--- src/rtl/dgc_pkg.sv ---
// Constants and carrier types for the digest-generate command handler.
// Assumes a single 40 MHz core clock; the hash engine and zone storage sit outside.
package dgc_pkg;

	// Command encoding
	localparam logic [7:0] OPC_DIGEST_GEN = 8'h15;
	localparam logic [7:0] MODE_CONFIG    = 8'h00;
	localparam logic [7:0] MODE_OTP       = 8'h01;
	localparam logic [7:0] MODE_SLOT      = 8'h02;
	// Mode byte placed in the hash message for the OTP source, as printed
	localparam logic [7:0] MSG_MODE_OTP   = 8'h00;

	// Source ranges
	localparam logic [7:0] CFG_LAST_BLOCK = 8'h03;
	localparam logic [7:0] OTP_LAST_BLOCK = 8'h01;
	localparam int         NUM_SLOTS      = 16;

	// Fetch zone codes
	localparam logic [1:0] ZONE_CONFIG = 2'h0;
	localparam logic [1:0] ZONE_OTP    = 2'h1;
	localparam logic [1:0] ZONE_SLOT   = 2'h2;

	// Response codes; the error values are arbitrary
	localparam logic [7:0] RESP_OK        = 8'h00;
	localparam logic [7:0] RESP_ERR_PARSE = 8'h03;
	localparam logic [7:0] RESP_ERR_EXEC  = 8'h0f;

	// Message layout
	localparam int BLOCK_BITS = 256;
	localparam int MSG_BITS   = 768;
	localparam int PAD_BITS   = 200;
	localparam logic [7:0] SEL_HIGH_BYTE = 8'h00;

	typedef enum logic [1:0] {
		ST_IDLE,
		ST_FETCH,
		ST_HASH
	} dgc_state_e;

	typedef struct packed {
		logic [7:0]  opcode;
		logic [7:0]  mode;
		logic [15:0] selector;
		logic [31:0] aux_bytes;
		logic        aux_present;
	} dgc_cmd_s;

	typedef struct packed {
		dgc_state_e                  state;
		logic [7:0]                  mode;
		logic [7:0]                  sel;
		logic [31:0]                 aux;
		logic                        aux_ok;
		logic [BLOCK_BITS-1:0]       block;
		logic                        nomac;
		logic [BLOCK_BITS-1:0]       digest;
		logic                        valid;
		logic                        slot_src;
		logic                        mac_forb;
		logic [7:0]                  slot;
		logic                        resp_v;
		logic [7:0]                  resp;
	} dgc_regs_s;

endpackage
--- src/rtl/dgc_digest_gen.sv ---
// Digest-generate command handler: fetches one 32-byte block, builds the
// 96-byte message and chains the hash result into the session digest.
// Assumes an external SHA-256 engine and zone storage with req/ack handshakes.
`timescale 1ns/1ps

// Operation
// - Hash stored block with validated session digest
// - Mode byte selects the data source
// - Result replaces session digest, chaining
// - Config: opcode 0x15, mode 0, block 0-3
// - Config: exactly one 32-byte block
// - OTP: mode 1, block 0 or 1
// - One response byte, zero on success
// - Valid flag set on success, cleared on failure
// - Config/OTP clear slot source flag
// - Config message layout in fixed order
// - OTP message same, mode byte zero
// - Slot source uses lowest block only
// - Digest offered to later commands
// - Slot: mode 2, aux bytes if forbidden
// - Slot sets MAC-forbidden flag, records slot
module dgc_digest_gen #(
	parameter logic [7:0] SERIAL_BYTE8 = 8'h5a, // Arbitrary value
	parameter logic [7:0] SERIAL_BYTE0 = 8'ha5, // Arbitrary value
	parameter logic [7:0] SERIAL_BYTE1 = 8'h3c  // Arbitrary value
) (
	// Clock and reset
	input  wire logic                                sys_clk_i,
	input  wire logic                                rst_n_i,
	// Command in, response out
	input  wire logic                                cmd_valid_i,
	input  wire dgc_pkg::dgc_cmd_s                   cmd_i,
	output logic                                     cmd_ready_o,
	output logic                                     resp_valid_o,
	output logic [7:0]                               resp_code_o,
	// Nonce loading of the session digest
	input  wire logic                                nonce_load_i,
	input  wire logic [dgc_pkg::BLOCK_BITS-1:0]      nonce_value_i,
	// Zone storage fetch
	output logic                                     fetch_req_o,
	output logic [1:0]                               fetch_zone_o,
	output logic [7:0]                               fetch_index_o,
	input  wire logic                                fetch_ack_i,
	input  wire logic [dgc_pkg::BLOCK_BITS-1:0]      fetch_data_i,
	input  wire logic                                fetch_nomac_i,
	// Hash engine
	output logic                                     hash_req_o,
	output logic [dgc_pkg::MSG_BITS-1:0]             hash_msg_o,
	input  wire logic                                hash_done_i,
	input  wire logic [dgc_pkg::BLOCK_BITS-1:0]      hash_digest_i,
	// Session digest state
	output logic [dgc_pkg::BLOCK_BITS-1:0]           session_digest_o,
	output logic                                     digest_valid_flag_o,
	output logic                                     slot_source_flag_o,
	output logic                                     mac_forbidden_flag_o,
	output logic [7:0]                               source_slot_o
);

	dgc_pkg::dgc_regs_s q, d;
	logic               sel_ok;
	logic [31:0]        mid_bytes;
	logic [7:0]         msg_mode;

	// Selector range check per source
	always_comb begin
		sel_ok = 1'b0;
		if (cmd_i.selector[15:8] == dgc_pkg::SEL_HIGH_BYTE) begin
			case (cmd_i.mode)
				dgc_pkg::MODE_CONFIG: sel_ok = cmd_i.selector[7:0] <= dgc_pkg::CFG_LAST_BLOCK;
				dgc_pkg::MODE_OTP:    sel_ok = cmd_i.selector[7:0] <= dgc_pkg::OTP_LAST_BLOCK;
				dgc_pkg::MODE_SLOT:   sel_ok = cmd_i.selector[7:0] < 8'(dgc_pkg::NUM_SLOTS);
				default:              sel_ok = 1'b0;
			endcase
		end
	end

	always_comb begin
		d        = q;
		d.resp_v = 1'b0;
		case (q.state)
			dgc_pkg::ST_IDLE: begin
				if (cmd_valid_i) begin
					d.mode   = cmd_i.mode;
					d.sel    = cmd_i.selector[7:0];
					d.aux    = cmd_i.aux_bytes;
					d.aux_ok = cmd_i.aux_present;
					// Digest must be seeded by a nonce and still valid
					if (cmd_i.opcode != dgc_pkg::OPC_DIGEST_GEN || !sel_ok) begin
						d.resp_v = 1'b1;
						d.resp   = dgc_pkg::RESP_ERR_PARSE;
						d.valid  = 1'b0;
					end else if (!q.valid) begin
						d.resp_v = 1'b1;
						d.resp   = dgc_pkg::RESP_ERR_EXEC;
					end else begin
						d.state = dgc_pkg::ST_FETCH;
					end
				end else if (nonce_load_i) begin
					d.digest   = nonce_value_i;
					d.valid    = 1'b1;
					d.slot_src = 1'b0;
					d.mac_forb = 1'b0;
				end
			end
			dgc_pkg::ST_FETCH: begin
				if (fetch_ack_i) begin
					// One block per command; for slots the lowest block only
					d.block = fetch_data_i;
					d.nomac = q.mode == dgc_pkg::MODE_SLOT && fetch_nomac_i;
					if (d.nomac && !q.aux_ok) begin
						// Forbidden slot without its auxiliary bytes cannot be hashed
						d.state  = dgc_pkg::ST_IDLE;
						d.resp_v = 1'b1;
						d.resp   = dgc_pkg::RESP_ERR_PARSE;
						d.valid  = 1'b0;
					end else begin
						d.state = dgc_pkg::ST_HASH;
					end
				end
			end
			dgc_pkg::ST_HASH: begin
				if (hash_done_i) begin
					d.state  = dgc_pkg::ST_IDLE;
					d.digest = hash_digest_i;
					d.valid  = 1'b1;
					d.resp_v = 1'b1;
					d.resp   = dgc_pkg::RESP_OK;
					if (q.mode == dgc_pkg::MODE_SLOT) begin
						d.slot_src = 1'b1;
						d.mac_forb = q.nomac;
						d.slot     = q.sel;
					end else begin
						d.slot_src = 1'b0;
						// Forbidden status is sticky over a chain of commands
					end
				end
			end
			default: d.state = dgc_pkg::ST_IDLE;
		endcase
	end

	always_ff @(posedge sys_clk_i) begin
		if (!rst_n_i) begin
			q <= '0;
		end else begin
			q <= d;
		end
	end

	// Message assembly from registered fields
	always_comb begin
		msg_mode = (q.mode == dgc_pkg::MODE_OTP) ? dgc_pkg::MSG_MODE_OTP : q.mode;
		if (q.nomac) begin
			mid_bytes = q.aux;
		end else begin
			mid_bytes = {dgc_pkg::OPC_DIGEST_GEN, msg_mode, q.sel, dgc_pkg::SEL_HIGH_BYTE};
		end
	end

	assign hash_msg_o = {q.block, mid_bytes, SERIAL_BYTE8, SERIAL_BYTE0, SERIAL_BYTE1,
		{dgc_pkg::PAD_BITS{1'b0}}, q.digest};

	assign cmd_ready_o          = q.state == dgc_pkg::ST_IDLE;
	assign fetch_req_o          = q.state == dgc_pkg::ST_FETCH;
	assign fetch_index_o        = q.sel;
	assign fetch_zone_o         = q.mode == dgc_pkg::MODE_CONFIG ? dgc_pkg::ZONE_CONFIG :
	                              q.mode == dgc_pkg::MODE_OTP ? dgc_pkg::ZONE_OTP : dgc_pkg::ZONE_SLOT;
	assign hash_req_o           = q.state == dgc_pkg::ST_HASH;
	assign resp_valid_o         = q.resp_v;
	assign resp_code_o          = q.resp;
	assign session_digest_o     = q.digest;
	assign digest_valid_flag_o  = q.valid;
	assign slot_source_flag_o   = q.slot_src;
	assign mac_forbidden_flag_o = q.mac_forb;
	assign source_slot_o        = q.slot;
endmodule

--- config.mk ---
export PLATFORM = sky130hd
export DESIGN_NAME = dgc_digest_gen
export DESIGN_NICKNAME = d
export VERILOG_FILES = /design/src/rtl/dgc_pkg.sv /design/src/rtl/dgc_digest_gen.sv
export SDC_FILE = /design/constraint.sdc
export NUM_CORES = 1
export LEC_CHECK = 0
export ABC_CLOCK_PERIOD_IN_PS = 2400
export BUFFER_PORTS_ARGS = -buffer_cell sky130_fd_sc_hd__buf_2
export CORE_AREA = 2 2 730 732
export DETAILED_ROUTE_END_ITERATION = 8
export DIE_AREA = 0 0 732 734
export GPL_ROUTABILITY_DRIVEN = 1
export GPL_TIMING_DRIVEN = 0
export RECOVER_POWER = 100
export SLEW_MARGIN = 20
export SYNTH_ARGS = -nofsm -noshare
export SYNTH_HDL_FRONTEND = slang
export SYNTH_SLANG_ARGS = --single-unit
--- constraint.sdc ---
create_clock -name sys_clk_i -period 2.4 [get_ports sys_clk_i]
set_input_delay 0.36 -clock sys_clk_i [delete_from_list [all_inputs] [get_ports sys_clk_i]]
set_output_delay 0.36 -clock sys_clk_i [all_outputs]
set_load 0.05 [all_outputs]
==> flow_metrics.py <==
metrics = {
    "timing": {
        "setup_ws_ns": -0.03648,
        "grt_setup_unrepaired": "yes",
        "slew_headroom": 0.2489,
        "hold_ws_ns": 0.08704,
        "hold_viol_final": 0,
        "fin_skew_ns": 0.1045,
        "max_freq_mhz": 410.4,
        "maxSlewViolCount": 0,
        "max_slew.worst_pin.slew_ns": 1.124,
        "final.setup.tns_ns": -0.1626,
        "timing.final.crit_period_ns": 2.436,
        "setup_viol": 10,
        "fin_crit_sh": 1.015,
    },
    "global_routing": {
        "total_grt_usage": 0.1602,
        "global_route_wire_length_before_repair_mm": 530.8,
        "vias_in_the_first_global_route": 38240,
        "antenna_violations_before_repair": 372,
        "globalRoute.totalOverflow": 0,
        "maximum_number_of_pins_on_one_net_before_global_route_repair": 14,
    },
    "critical_path": {
        "cp_slowest_stage_delay_ns": 0.73,
        "cp_slowest_cell": "sky130_fd_sc_hd__dfxtp_1",
        "cp-end-kind": "output pin",
        "path_max_fanout": 3,
        "rr_worst_depth": 9,
        "worstPathArrival_ns": 2.08,
        "required_time_reported_for_the_critical_path_endpoint_ns": 2.04,
        "timing.setup.critical_path_class": "reg2out",
        "cp_cell_sequence": "clkbuf_4, buf_2",
        "critPathLaunchType": "flop",
    },
    "synthesis": {
        "largest_cells_by_area_after_synthesis": "sky130_fd_sc_hd__dfxtp_1 (36%), sky130_fd_sc_hd__buf_4 (24%), sky130_fd_sc_hd__nand2_1 (10%), sky130_fd_sc_hd__o211a_1 (8.0%), sky130_fd_sc_hd__a21boi_0 (7.3%)",
        "synthesized_area_per_cell_um2": 8.197,
        "ys.warnings.count": 0,
        "synth_commonest_cells": "sky130_fd_sc_hd__buf_4 (1016), sky130_fd_sc_hd__nand2_1 (896), sky130_fd_sc_hd__dfxtp_1 (578)",
        "post_synth_instance_area_um2": 32300,
        "synth_top_area_cell": "sky130_fd_sc_hd__dfxtp_1",
        "post_synth_inst_count": 3941,
        "synth.yosys.seq_area_share": 0.3582,
        "netlist.area_leader.share": 0.3582,
        "synth_seq_cells": 578,
        "async_flop_share": 0,
        "ys_types": 47,
        "synth_enable_flop_cells": 0,
        "yosysMostFrequentCell": "sky130_fd_sc_hd__buf_4",
        "synth_ff_type": "sky130_fd_sc_hd__dfxtp_1",
    },
    "die": {
        "die-height_um": 734,
        "standard_cell_core_area_um2": 530100,
        "dieArea_um2": 537300,
        "chipWidth_um": 732,
        "row_count": 268,
        "boundaryPins": 1897,
        "floorplan.initialDensity": 0.06093,
    },
    "routing": {
        "drcViolationCount": 0,
        "avgViaCountPerCell": 2.865,
        "postRouteAntennaNets": 0,
        "routed_wire_length_per_instance_um": 32.00,
        "detail_route.wirelength_mm": 449.7,
        "drt_iter0_markers": 3034,
        "detail_route.first_pass.iterations": 8,
        "num_vias": 40270,
    },
    "cells_and_area": {
        "final_layout_size_suffix_gt1_frac": 0.4332,
        "final_cells": 14050,
        "seqCellArea_um2": 11620,
        "multiInputGateArea_um2": 13030,
        "filler_cell_count": 61620,
        "syn2layout_area_growth_pct": 94.38,
        "num-nets-final": 7564,
    },
    "placed_design": {
        "place_ws_ns": -2.123,
        "port_buffers": 1666,
        "post-place-cells": 12870,
        "final_estimated_routing_congestion_in_global_placement": 1.110,
        "post-dp-hpwl_mm": 407.0,
    },
    "clock_network": {
        "insertion_delay_ns": 0.87,
        "numClockSinks": 578,
        "cts.path.max_buffers": 4,
        "cts_tree": "yes",
        "ctsHtreeMaxLevel": 3,
        "inserted_clock_buffers": 87,
        "clkSlewWorstSetupHoldPaths_ns": 0.06,
        "cts_root_buf": "sky130_fd_sc_hd__clkbuf_16",
    },
    "job": {
        "max_cap_violations": 0,
    },
    "pwr": {
        "p_switching_mw": 12.89,
        "comb_power_share": 0.282,
        "peakVddDrop_v": 0.0005012,
        "switching_fraction": 0.3753,
        "pwr_density_cell_nw_per_um2": 546.8,
        "power.static_leakage_nw": 29.41,
        "report.power.total_mw": 34.34,
        "power.internal_mw": 21.45,
        "sequentialPowerShare": 0.305,
        "power.clock.fraction": 0.413,
    },
    "run_status": {
        "violations": "negative setup slack",
        "outcome": "finished with violations",
    },
    "hold_path": {
        "timing.hold.worst_path_depth": 5,
        "hp-class": "in2reg",
    },
}
[layer usage]
metal,GRT usage,part of all wire,wire (µm),vias up
met5,0,0.0028,1239,-
met2,0.2450,0.43,191400,2518
met3,0.08592,0.12,55110,750
met1,0.1869,0.40,180600,19240
li1,-,-,-,17570
met4,0.06246,0.047,21340,196
[final cells by class]
cell class	count	share of cell area
inverters	6	0.0003985
diodes	249	0.009923
clock inverters	43	0.008628
plain buffers	1267	0.1442
flip-flops and latches	578	0.1851
well taps	7020	0.1399
clock buffers	112	0.03888
multi-input cells	2312	0.2075
repair buffers	2467	0.2655
[final timing paths]
kind | start | to | slack [ns]
worst max register to register | q[582] | session_digest_o[16] | -0.03
worst max-delay path | session_digest_o[255] | hash_msg_o[255] | -0.04
worst min register to register | hash_msg_o[535] | hash_msg_o[535] | 0.46
worst min-delay path | nonce_value_i[168] | session_digest_o[168] | 0.09
[per-stage QoR]
stage | instance area (µm²) | util
2_1_floorplan | 33150 | -
3_3_place_gp | 50270 | 0.09483
3_5_place_dp | 50590 | 0.09543
4_1_cts | 62350 | 0.1176
5_1_grt | 62370 | 0.1176
6_report | 62790 | 0.1184
[cell families (layout without fill, tap and decap cells)]
kind of cell / count (synthesis) / after routing / share of synthesized area
buffers and inverters: 1277 / 3895 / 0.2698
and+or+nand+nor: 1214 / 1214 / 0.1668
AOI/OAI and AO/OA: 847 / 847 / 0.1969
DFF: 578 / 578 / 0.3582
muxes: 18 / 18 / 0.006158
adders and majority gates: 5 / 5 / 0.001937
other: 2 / 477 / 0.0002325
[registers in the layout, indices dropped and copies added (netlist names)]
| signal | cells |
|---|---|
| slot_source_flag_o | 1 |
| hash_msg_o | 256 |
| mac_forbidden_flag_o | 1 |
| fetch_index_o | 8 |
| resp_valid_o | 1 |
| q | 44 |
| source_slot_o | 8 |
| session_digest_o | 256 |
| digest_valid_flag_o | 1 |
| resp_code_o | 2 |
[cell usage in the layout (no fill, tap or decap), types with 19 or more instances in the layout]
cell and n:
sky130_fd_sc_hd__dfxtp_1 550, sky130_fd_sc_hd__nand2_1 890, sky130_fd_sc_hd__buf_12 19, sky130_fd_sc_hd__nor2b_1 257, sky130_fd_sc_hd__a21oi_1 259, sky130_fd_sc_hd__buf_4 1052
sky130_fd_sc_hd__dfxtp_2 22, sky130_fd_sc_hd__dlygate4sd3_1 745, sky130_fd_sc_hd__clkbuf_1 273, sky130_fd_sc_hd__clkbuf_4 46, sky130_fd_sc_hd__clkbuf_8 21, sky130_fd_sc_hd__buf_2 915
sky130_fd_sc_hd__o211a_1 257, sky130_fd_sc_hd__clkbuf_16 90, sky130_fd_sc_hd__conb_1 228, sky130_fd_sc_hd__a21boi_0 314, sky130_fd_sc_hd__clkbuf_2 639, sky130_fd_sc_hd__diode_2 249
[worst max-delay path: cells and delay by family, from the launching register on]
kind | cells | cell delay, ns
buf+inv | 2 | 0.54
flops | 1 | 0.73
[power by group through the flow]
stage	sequential [mW]	combinational, mW	clock (mW)
after floorplan	10.3	4.91	0
after global placement	10.7	8.01	0
after detailed placement	10.7	8.04	0
after CTS	10.5	9.70	14.8
after global routing	10.5	9.99	15.1
final	10.5	9.68	14.2
[repair_timing]
item / in CTS / in global routing
hold buffers: 745 / 0
gates cloned: 5 / 0
pin swaps: 5 / 2
setup buffers: 32 / 7
hold endpoints to repair: 561 / 0
setup endpoints to repair: 643 / 285
resized for setup: 303 / 55
Note: power is estimated with default switching activity, not from simulation.
